==> src/gcl_defs.vh <==
// Constants for the general configuration low field logic.
// Assumes a 125 MHz system clock and a 5-bit register address space.
`ifndef GCL_DEFS_VH
`define GCL_DEFS_VH

// System clock rate in kHz
`define GCL_CLK_KHZ 125000

// Register addresses
`define GCL_ADDR_CONFIG 5'h09
`define GCL_ADDR_STATUS 5'h1F

// Field positions in the configuration register
`define GCL_FAULT_STAT_BIT 21
`define GCL_REGADDR_HI 20
`define GCL_REGADDR_LO 16
`define GCL_TEMP_HI 13
`define GCL_TEMP_LO 12
`define GCL_AUXCFG_HI 11
`define GCL_AUXCFG_LO 10
`define GCL_RATE_HI 9
`define GCL_RATE_LO 7
`define GCL_MODEM_BIT 6
`define GCL_SHIFT_BIT 5
`define GCL_CLRNOW_BIT 4
`define GCL_QUIET_BIT 3
`define GCL_OSCW_BIT 2
`define GCL_RSVD_HI 1
`define GCL_RSVD_LO 0

// Reset values of the writable fields
`define GCL_RST_TEMP 2'h0
`define GCL_RST_AUXCFG 2'h0
`define GCL_RST_RATE 3'h4
`define GCL_RST_MODEM 1'h0
`define GCL_RST_SHIFT 1'h0
`define GCL_RST_CLRNOW 1'h0
`define GCL_RST_QUIET 1'h0
`define GCL_RST_OSCW 1'h1
`define GCL_RST_RSVD 2'h0

// Output configuration code that lets the aux clock run
`define GCL_AUXCFG_ON 2'h1

// Aux clock rates in kHz per select code
`define GCL_RATE0_KHZ 416
`define GCL_RATE1_KHZ 435
`define GCL_RATE2_KHZ 454
`define GCL_RATE3_KHZ 476
`define GCL_RATE4_KHZ 500
`define GCL_RATE5_KHZ 526
`define GCL_RATE6_KHZ 555
`define GCL_RATE7_KHZ 588
// Half period in system cycles, rounded to nearest
`define GCL_HALF_CYC(khz) ((`GCL_CLK_KHZ + (khz)) / (2 * (khz)))

// Negative offset magnitudes in mV
`define GCL_SHIFT6_MV 10'h12C
`define GCL_SHIFT12_MV 10'h190

// Fixed code shown on serial data out when the oscillator halts
`define GCL_DEAD_CODE 24'h07DEAD

// Oscillator halt timeout, in ns, and derived cycle count (rounded down)
`define GCL_OSC_TIMEOUT_NS 1000
`define GCL_OSC_TIMEOUT_CYC ((`GCL_OSC_TIMEOUT_NS * 125) / 1000)

`endif

==> src/gcl_clk_div.v <==
// Aux clock divider: toggles the pin every half_cycles system cycles.
// Assumes half_cycles is at least 2 and enable comes from the same clock.
`timescale 1ns/1ps
module gcl_clk_div #(
  parameter CNT_W = 8
) (
  // Clock and reset
  input wire clk_sys,
  input wire resetn,
  // Control
  input wire enable,
  input wire [CNT_W-1:0] half_cycles,
  // Divided clock
  output reg clk_out
);

  reg [CNT_W-1:0] count; // Cycles into the current half period

  // Counter and toggle; a rate change applies to the half period already in progress
  always @(posedge clk_sys or negedge resetn) begin
    if (!resetn) begin
      count <= {CNT_W{1'b0}};
      clk_out <= 1'b0;
    end else if (!enable) begin
      // Idle low so a restart begins with a clean full half period
      count <= {CNT_W{1'b0}};
      clk_out <= 1'b0;
    end else if (count >= half_cycles - {{(CNT_W-1){1'b0}}, 1'b1}) begin
      count <= {CNT_W{1'b0}};
      clk_out <= ~clk_out;
    end else begin
      count <= count + {{(CNT_W-1){1'b0}}, 1'b1};
    end
  end

endmodule

==> src/gcl_config.v <==
// General configuration low field logic: register, aux clock, path
// selects, clear routing, link diag quiet masking and oscillator watch.
// Assumes error flags and clear requests come from logic on clk_sys and
// the oscillator tick arrives from another domain.
// Register reads answer one cycle after the strobe and never stall.
// Reserved bits 1:0 are stored as written; the host keeps them zero.
//
// How it works
// - Bits 9:7 pick aux clock rate, reset 100
// - Aux clock runs only while config field is 01
// - Bit 6 joins coupling pin path to output
// - Bit 5 shifts only unipolar 6V/12V ranges down
// - Bit 4 makes clear skip the slew ramp
// - Quiet bit drops link errors from summary
// - Quiet bit keeps link errors off fault pin
// - Bit 2 watches oscillator, forces fixed code
//
// The register offsets and the strobed register port are this design's own decisions.
`timescale 1ns/1ps
`include "gcl_defs.vh"
module gcl_config #(
  parameter OTHER_W = 4,
  parameter OSC_TIMEOUT = `GCL_OSC_TIMEOUT_CYC
) (
  // Clock and reset
  input wire clk_sys,
  input wire resetn,
  // Register port
  input wire [4:0] reg_addr,
  input wire [23:0] reg_wdata,
  input wire reg_wr,
  input wire reg_rd,
  output reg [23:0] reg_rdata,
  // Aux clock pin
  output wire aux_clock_pin,
  // Output path controls
  output reg modem_path_on,
  output reg below_zero_shift_on,
  output reg [9:0] offset_mv,
  input wire range_uni6,
  input wire range_uni12,
  // Clear routing
  input wire clear_req,
  output reg clear_immediate,
  output reg clear_slewed,
  // Link error flags and other diagnostics
  input wire link_check_err,
  input wire frame_slip_err,
  input wire edge_count_err,
  input wire [OTHER_W-1:0] other_diag_err,
  input wire analog_fault,
  output reg digital_diag_summary,
  output reg fault_pin_n,
  // Temperature threshold select, passed to the comparator
  output reg [1:0] temp_threshold_sel,
  // Oscillator watch and serial data override
  input wire osc_tick,
  output reg sdo_force_dead,
  output reg [23:0] sdo_dead_code
);

  // Timeout counter width, enough for any sensible timeout
  localparam OSC_W = 13;
  // Timeout cut to the counter width on purpose; larger values wrap
  localparam [31:0] OSC_LIMIT_W = OSC_TIMEOUT;
  localparam [OSC_W-1:0] OSC_LIMIT = OSC_LIMIT_W[OSC_W-1:0];

  // Half periods per rate code, worked out at full integer width
  // Nearest-cycle rounding keeps every rate within one percent
  localparam [31:0] HALF_W0 = `GCL_HALF_CYC(`GCL_RATE0_KHZ);
  localparam [31:0] HALF_W1 = `GCL_HALF_CYC(`GCL_RATE1_KHZ);
  localparam [31:0] HALF_W2 = `GCL_HALF_CYC(`GCL_RATE2_KHZ);
  localparam [31:0] HALF_W3 = `GCL_HALF_CYC(`GCL_RATE3_KHZ);
  localparam [31:0] HALF_W4 = `GCL_HALF_CYC(`GCL_RATE4_KHZ);
  localparam [31:0] HALF_W5 = `GCL_HALF_CYC(`GCL_RATE5_KHZ);
  localparam [31:0] HALF_W6 = `GCL_HALF_CYC(`GCL_RATE6_KHZ);
  localparam [31:0] HALF_W7 = `GCL_HALF_CYC(`GCL_RATE7_KHZ);

  // Stored fields of the configuration register
  reg [1:0] aux_clock_out_cfg;
  reg [2:0] aux_clock_rate_sel;
  reg immediate_clear_on;
  reg link_diag_quiet_on;
  reg osc_halt_watch_on;
  reg [1:0] rsvd_low; // Written by host, read back as is

  // Combinational helpers
  reg [7:0] half_cycles; // Half period of the selected rate
  wire aux_run; // Aux clock allowed to toggle
  wire link_err_any; // OR of the three link errors
  wire link_err_vis; // Link errors after quiet masking
  wire next_summary; // Digital diag summary before the flop
  wire next_fault; // Fault condition before the flop
  wire cfg_hit; // Access aimed at the config register
  wire stat_hit; // Access aimed at the status register
  wire [23:0] cfg_word; // Config register as read
  wire [23:0] stat_word; // Status register as read

  // Oscillator watch state
  reg osc_sync1; // First synchroniser stage
  reg osc_sync2; // Second synchroniser stage
  reg osc_prev; // Last synchronised level, for edge detect
  reg [OSC_W-1:0] osc_idle; // Cycles since last oscillator edge
  reg osc_halted; // Oscillator judged stopped

  // Address decode
  assign cfg_hit = (reg_addr == `GCL_ADDR_CONFIG);
  assign stat_hit = (reg_addr == `GCL_ADDR_STATUS);

  // Config register writes; read-only fields are not stored
  always @(posedge clk_sys or negedge resetn) begin
    if (!resetn) begin
      temp_threshold_sel <= `GCL_RST_TEMP;
      aux_clock_out_cfg <= `GCL_RST_AUXCFG;
      aux_clock_rate_sel <= `GCL_RST_RATE;
      modem_path_on <= `GCL_RST_MODEM;
      below_zero_shift_on <= `GCL_RST_SHIFT;
      immediate_clear_on <= `GCL_RST_CLRNOW;
      link_diag_quiet_on <= `GCL_RST_QUIET;
      osc_halt_watch_on <= `GCL_RST_OSCW;
      rsvd_low <= `GCL_RST_RSVD;
    end else if (reg_wr && cfg_hit) begin
      // Threshold select only passes through to the comparator
      temp_threshold_sel <= reg_wdata[`GCL_TEMP_HI:`GCL_TEMP_LO];
      aux_clock_out_cfg <= reg_wdata[`GCL_AUXCFG_HI:`GCL_AUXCFG_LO];
      aux_clock_rate_sel <= reg_wdata[`GCL_RATE_HI:`GCL_RATE_LO];
      // Path select drives the output stage switch directly
      modem_path_on <= reg_wdata[`GCL_MODEM_BIT];
      below_zero_shift_on <= reg_wdata[`GCL_SHIFT_BIT];
      immediate_clear_on <= reg_wdata[`GCL_CLRNOW_BIT];
      link_diag_quiet_on <= reg_wdata[`GCL_QUIET_BIT];
      osc_halt_watch_on <= reg_wdata[`GCL_OSCW_BIT];
      // Stored untouched; the host is trusted to leave them zero
      rsvd_low <= reg_wdata[`GCL_RSVD_HI:`GCL_RSVD_LO];
    end
  end

  // Rate select to half period, rounded to the nearest cycle
  always @* begin
    half_cycles = 8'h7D;
    case (aux_clock_rate_sel)
      3'h0: half_cycles = HALF_W0[7:0];
      3'h1: half_cycles = HALF_W1[7:0];
      3'h2: half_cycles = HALF_W2[7:0];
      3'h3: half_cycles = HALF_W3[7:0];
      3'h4: half_cycles = HALF_W4[7:0];
      3'h5: half_cycles = HALF_W5[7:0];
      3'h6: half_cycles = HALF_W6[7:0];
      3'h7: half_cycles = HALF_W7[7:0];
      default: half_cycles = HALF_W4[7:0];
    endcase
  end

  // Reserved codes 10 and 11 keep the pin idle, same as 00
  assign aux_run = (aux_clock_out_cfg == `GCL_AUXCFG_ON);

  // Aux clock divider; pin is the divider's flop
  // A rate change applies to the half period in progress, as the divider compares half_cycles live
  gcl_clk_div #(
    .CNT_W(8)
  ) u_aux_div (
    .clk_sys(clk_sys),
    .resetn(resetn),
    .enable(aux_run),
    .half_cycles(half_cycles),
    .clk_out(aux_clock_pin)
  );

  // Negative offset, only for the two unipolar voltage ranges
  always @(posedge clk_sys or negedge resetn) begin
    if (!resetn) begin
      // No shift out of reset
      offset_mv <= 10'h000;
    end else if (below_zero_shift_on && range_uni6) begin
      offset_mv <= `GCL_SHIFT6_MV;
    end else if (below_zero_shift_on && range_uni12) begin
      offset_mv <= `GCL_SHIFT12_MV;
    end else begin
      // Other ranges ignore the bit
      offset_mv <= 10'h000;
    end
  end

  // Clear routing: one-cycle pulses, one of the two per request
  always @(posedge clk_sys or negedge resetn) begin
    if (!resetn) begin
      // No clear pulse out of reset
      clear_immediate <= 1'b0;
      clear_slewed <= 1'b0;
    end else begin
      // Immediate path bypasses any active slew ramp
      clear_immediate <= clear_req && immediate_clear_on;
      clear_slewed <= clear_req && !immediate_clear_on;
    end
  end

  // Link error masking; flags are levels, so unmasking shows them at once
  // Raw flags still show in the status word while quieted
  assign link_err_any = link_check_err | frame_slip_err | edge_count_err;
  assign link_err_vis = link_err_any & ~link_diag_quiet_on;

  // Summary is the OR of all digital diagnostics except quieted ones
  assign next_summary = link_err_vis | (|other_diag_err);

  // Fault also carries the analog side; quieted link errors stay off
  assign next_fault = next_summary | analog_fault;

  // Summary and fault pin flops; fault pin is active low
  always @(posedge clk_sys or negedge resetn) begin
    if (!resetn) begin
      // Fault pin released during reset
      digital_diag_summary <= 1'b0;
      fault_pin_n <= 1'b1;
    end else begin
      digital_diag_summary <= next_summary;
      fault_pin_n <= ~next_fault;
    end
  end

  // Oscillator tick synchroniser; only the second stage is looked at
  always @(posedge clk_sys or negedge resetn) begin
    if (!resetn) begin
      // Low start; a first tick edge only restarts the count
      osc_sync1 <= 1'b0;
      osc_sync2 <= 1'b0;
      osc_prev <= 1'b0;
    end else begin
      osc_sync1 <= osc_tick;
      osc_sync2 <= osc_sync1;
      osc_prev <= osc_sync2;
    end
  end

  // Idle counter: any oscillator edge restarts it
  // A tick slower than the timeout would be called a halt; size it so
  always @(posedge clk_sys or negedge resetn) begin
    if (!resetn) begin
      osc_idle <= {OSC_W{1'b0}};
      osc_halted <= 1'b0;
    end else if (!osc_halt_watch_on) begin
      // Watch off: no override, counter parked
      osc_idle <= {OSC_W{1'b0}};
      osc_halted <= 1'b0;
    end else if (osc_sync2 != osc_prev) begin
      // Oscillator alive again clears the halt by itself
      osc_idle <= {OSC_W{1'b0}};
      osc_halted <= 1'b0;
    end else if (osc_idle >= OSC_LIMIT) begin
      // Counter holds, so the halt stands until an edge returns
      osc_halted <= 1'b1;
    end else begin
      osc_idle <= osc_idle + {{(OSC_W-1){1'b0}}, 1'b1};
    end
  end

  // Serial data override: fixed code while the halt stands
  always @(posedge clk_sys or negedge resetn) begin
    if (!resetn) begin
      sdo_force_dead <= 1'b0;
      sdo_dead_code <= 24'h000000;
    end else begin
      // Code is zero whenever the override is off
      sdo_force_dead <= osc_halted;
      sdo_dead_code <= osc_halted ? `GCL_DEAD_CODE : 24'h000000;
    end
  end

  // Config register as read; bits 15:14 and 23:22 read zero
  // Fault status bit mirrors the pin, inverted, in both words
  assign cfg_word = {2'h0, ~fault_pin_n, `GCL_ADDR_CONFIG, 2'h0,
                     temp_threshold_sel, aux_clock_out_cfg,
                     aux_clock_rate_sel, modem_path_on,
                     below_zero_shift_on, immediate_clear_on,
                     link_diag_quiet_on, osc_halt_watch_on, rsvd_low};

  // Status register: live flags the block derives
  // [23:22] zero, [21] fault pin inverted
  // [20:16] own address, [15:6] zero
  // [5] fixed code forced on serial out
  // [4] digital summary
  // [3:1] raw link errors, unmasked
  // [0] aux clock allowed to run
  // Nothing here is sticky; reads show the current cycle
  assign stat_word = {2'h0, ~fault_pin_n, `GCL_ADDR_STATUS, 10'h000,
                      sdo_force_dead, digital_diag_summary,
                      link_check_err, frame_slip_err, edge_count_err,
                      aux_run};

  // Read data valid only in the cycle after the read strobe
  always @(posedge clk_sys or negedge resetn) begin
    if (!resetn) begin
      reg_rdata <= 24'h000000;
    end else if (reg_rd && cfg_hit) begin
      // Config word, live fault bit included
      reg_rdata <= cfg_word;
    end else if (reg_rd && stat_hit) begin
      // Status word
      reg_rdata <= stat_word;
    end else begin
      // Unmapped reads and idle cycles give zero
      reg_rdata <= 24'h000000;
    end
  end

endmodule

==> config.mk <==
export PLATFORM = sky130hd
export DESIGN_NAME = gcl_config
export DESIGN_NICKNAME = d
export VERILOG_FILES = /design/src/gcl_clk_div.v /design/src/gcl_config.v
export VERILOG_INCLUDE_DIRS = /design/src /design/src/src
export SDC_FILE = /design/constraint.sdc
export NUM_CORES = 1
export LEC_CHECK = 0
export ABC_AREA = 0
export BUFFER_PORTS_ARGS = -buffer_cell sky130_fd_sc_hd__buf_4
export CAP_MARGIN = 0
export CORE_AREA = 3 3 70 105
export CTS_BUF_LIST = sky130_fd_sc_hd__clkbuf_8
export CTS_CLUSTER_SIZE = 8
export DETAILED_ROUTE_END_ITERATION = 8
export DIE_AREA = 0 0 73 108
export PLACE_DENSITY = 0.8
export SLEW_MARGIN = 10
export SYNTH_ARGS = -nofsm -noshare
export SYNTH_HDL_FRONTEND = slang
export SYNTH_HIERARCHICAL = 1
export SYNTH_SLANG_ARGS = --single-unit
export TNS_END_PERCENT = 5
==> constraint.sdc <==
create_clock -name clk_sys -period 3.2 [get_ports clk_sys]
set_clock_uncertainty 0.05 [all_clocks]
set_input_delay 0.48 -clock clk_sys [delete_from_list [all_inputs] [get_ports clk_sys]]
set_output_delay 0.48 -clock clk_sys [all_outputs]
set_load 0.03 [all_outputs]
==> results_dict.tcl <==
set metrics [dict create \
    drive_above_1_share_pct 34.13 \
    synth_edf_count 0 \
    ys_seq_elements 65 \
    synth_async_sr_flop_share_pct 100.0 \
    rows 36 \
    path_class "reg -> reg" \
    p_per_area_nw_per_um2 516.2 \
    syn_to_final_growth_pct 20.04 \
    via_per_inst 5.195 \
    final_antenna_net_count 0 \
    status "complete, no violations" \
    htreeDepth 3 \
    first_pass_iters 4 \
    setup.worst_path.start "aux_clock_rate_sel[1]$_DFFE_PN0P_" \
    dp_hpwl_um 5113 \
    grt_use_total_pct 17.88 \
    cts_buffer_depth 2 \
    hold_slack_ps 170.2 \
    hold_path_class "in -> async" \
    wl_per_cell_um 14.96 \
    drv_cap 0 \
    numCtsBuffers 9 \
    nNetsFinal 432 \
    synth_most_common_cell "dfrtp_1" \
    cts_sinks 65 \
    dieArea_sq_um 7884 \
    io_buffer_count 84 \
    n_antenna_cell 0 \
    slew_viol_final 0 \
    initialDrtViolationCount 182 \
    setup_violations 0 \
    worstReg2RegEnd "u_aux_div/count[4]$_DFF_PN0_" \
    grt_max_degree 66 \
    post_cts_buffers 0 \
    timing.final.crit_share_pct 90.78 \
    synthTopCellsByArea "dfrtp_1, buf_4, ha_1" \
    synthFlopType "dfrtp_1" \
    cts_root_buffer "clkbuf_8" \
    initial_core_util_pct 51.34 \
    die_w_um 73 \
    yosysTopAreaCell "dfrtp_1" \
    cts_resized 0 \
    worst_setup_path_start_kind "flip-flop" \
    final_core_util_pct 61.63 \
    vdd_ir_drop_max_mv 0.2822 \
    rsz0062_at_grt "false" \
    grt_pass1_vias 2363 \
    ys.warnings.count 6 \
    power.leakage_uw 0.002057 \
    finalWorstPathRequiredPeriod_ps 2905 \
    worstPathRequired_ps 3350 \
    cp-end-kind "flip-flop" \
    cp.arrival_ps 3060 \
    synth_top_area_share_pct 46.27 \
    drc 0 \
    final.setup.tns_ps 0 \
    path_clk_slew_ps 80 \
    synthDistinctLibCells 50 \
    gp_congestion 0.8498 \
    antenna_found_initial 0 \
    worst_pin_slew_ps 809.8 \
    syn_inst 299 \
    num-fill-cells 530 \
    synth.avg_cell_area_sq_um 11.21 \
    ys_seq_area_share_pct 48.62 \
    hold_viol 0 \
    max_slew_margin_pct 46.01 \
    r2r-start "aux_clock_rate_sel[1]$_DFFE_PN0P_" \
    finalPower_uw 2078 \
    r2r_cells 12 \
    fp.dieH_um 108 \
    pin_count 113 \
    totalWireLength_um 6745 \
    netlist_area_sq_um 3353 \
    r2r_setup_slack_ps 290 \
    grt_pass1_wl_um 10760 \
    grt_overflow 0 \
    vias 2343 \
    yosys-top-cells-count "dfrtp_1, buf_4, ha_1, nor2_1, nor3_1" \
    cts_tree "built" \
    clk_latency_ps 340 \
    fmax_mhz 344.2 \
    hold_buffers 0 \
    core_sq_um 6531 \
    path_max_fanout 8 \
]
-- cell families (layout without fill, tap and decap cells) --
| group | after synthesis | in the layout | share of synthesized area, % |
|---|---|---|---|
| compound gates | 35 | 35 | 7.798 |
| xor+xnor | 14 | 14 | 3.657 |
| fa+ha+maj | 17 | 17 | 6.343 |
| buf+inv | 55 | 114 | 10.78 |
| flops | 65 | 65 | 48.62 |
| mux | 12 | 12 | 3.992 |
| other cells | 1 | 18 | 0.1118 |
| simple gates | 100 | 100 | 18.70 |
-- layer usage --
layer,part of all wire (%),global-route usage [%],vias up,routed length (um)
li1,-,-,1126,-
met5,0,0,-,0
met2,57,32.20,73,3823
met4,1.9,8.971,0,125
met1,36,19.14,1136,2405
met3,5.8,3.814,8,391
-- layout by cell type, fill, tap and decap left out, types with 3 or more instances in the layout --
| master | netlist | final |
|---|---|---|
| nand3_1 | 10 | 10 |
| buf_4 | 41 | 87 |
| xor2_1 | 7 | 7 |
| conb_1 | 1 | 18 |
| dfstp_2 | 3 | 3 |
| a21oi_1 | 7 | 7 |
| mux2_2 | 5 | 5 |
| nand2_1 | 9 | 9 |
| xnor2_1 | 7 | 7 |
| inv_1 | 11 | 11 |
| ha_1 | 17 | 17 |
| nand4_1 | 5 | 5 |
| nor3_1 | 12 | 12 |
| o21ai_0 | 9 | 9 |
| nor2b_1 | 3 | 3 |
| and4_1 | 3 | 3 |
| o21a_1 | 3 | 3 |
| dfrtp_1 | 62 | 62 |
| clkbuf_8 | 0 | 10 |
| and3_1 | 10 | 10 |
| nor2_1 | 12 | 12 |
| mux2_1 | 6 | 6 |
| a22o_1 | 6 | 6 |
| nor3_2 | 6 | 6 |
| or3_1 | 3 | 3 |
| and2_1 | 11 | 11 |
-- final cells by class --
cell class	instances	area, sq um	share of cell area [%]
repair buffers	87	653.1	16.23
multi-input cells	196	1425	35.41
flip-flops and latches	65	1630	40.50
well taps	76	95.09	2.362
clock buffers	10	137.6	3.419
inverters	11	41.29	1.026
clock inverters	6	42.54	1.057
-- sequential cells by signal, indices dropped and copies added (netlist names), 2 cells and up --
signal / count
aux_clock_rate_sel: 3
u_aux_div/count: 8
offset_mv: 3
reg_rdata: 17
temp_threshold_sel: 2
osc_idle: 13
aux_clock_out_cfg: 2
rsvd_low: 2
-- metrics by stage --
stage | cells | setup slack (ps) | instance area [sq um]
after floorplan | 316 | 351.0 | 3417
after global placement | 435 | 460.7 | 3845
after detailed placement | 435 | 287.8 | 3845
after CTS | 451 | 266.9 | 4025
after global routing | 451 | 60.33 | 4025
final | 451 | 294.9 | 4025
-- where the power goes --
group | switching (uW) | total, uW | internal (uW) | leakage (uW)
sequential | 53.3 | 933 | 879 | 0.000862
clock | 318 | 621 | 303 | 0.0000887
combinational | 308 | 525 | 217 | 0.00111
-- critical path: stages, from the launching register on --
cell	delay [ps]
dfrtp_1	460
inv_1	110
ha_1	190
o21ai_0	250
inv_1	120
ha_1	230
nand2_1	100
nor3_1	60
xnor2_1	150
ha_1	310
nand4_1	160
o31ai_4	480
nor3_2	90
-- worst max path at each step --
stage | endpoint | slack (ps) | depth (start not counted)
finish | u_aux_div/count[4]$_DFF_PN0_ | 290 | 12
global route | u_aux_div/count[1]$_DFF_PN0_ | 60 | 12
CTS | u_aux_div/count[0]$_DFF_PN0_ | 270 | 12
detailed placement | u_aux_div/count[4]$_DFF_PN0_ | 290 | 12
global placement | u_aux_div/count[7]$_DFF_PN0_ | 460 | 11
floorplan | u_aux_div/count[2]$_DFF_PN0_ | 350 | 13
Note: power is estimated with default switching activity, not from simulation.
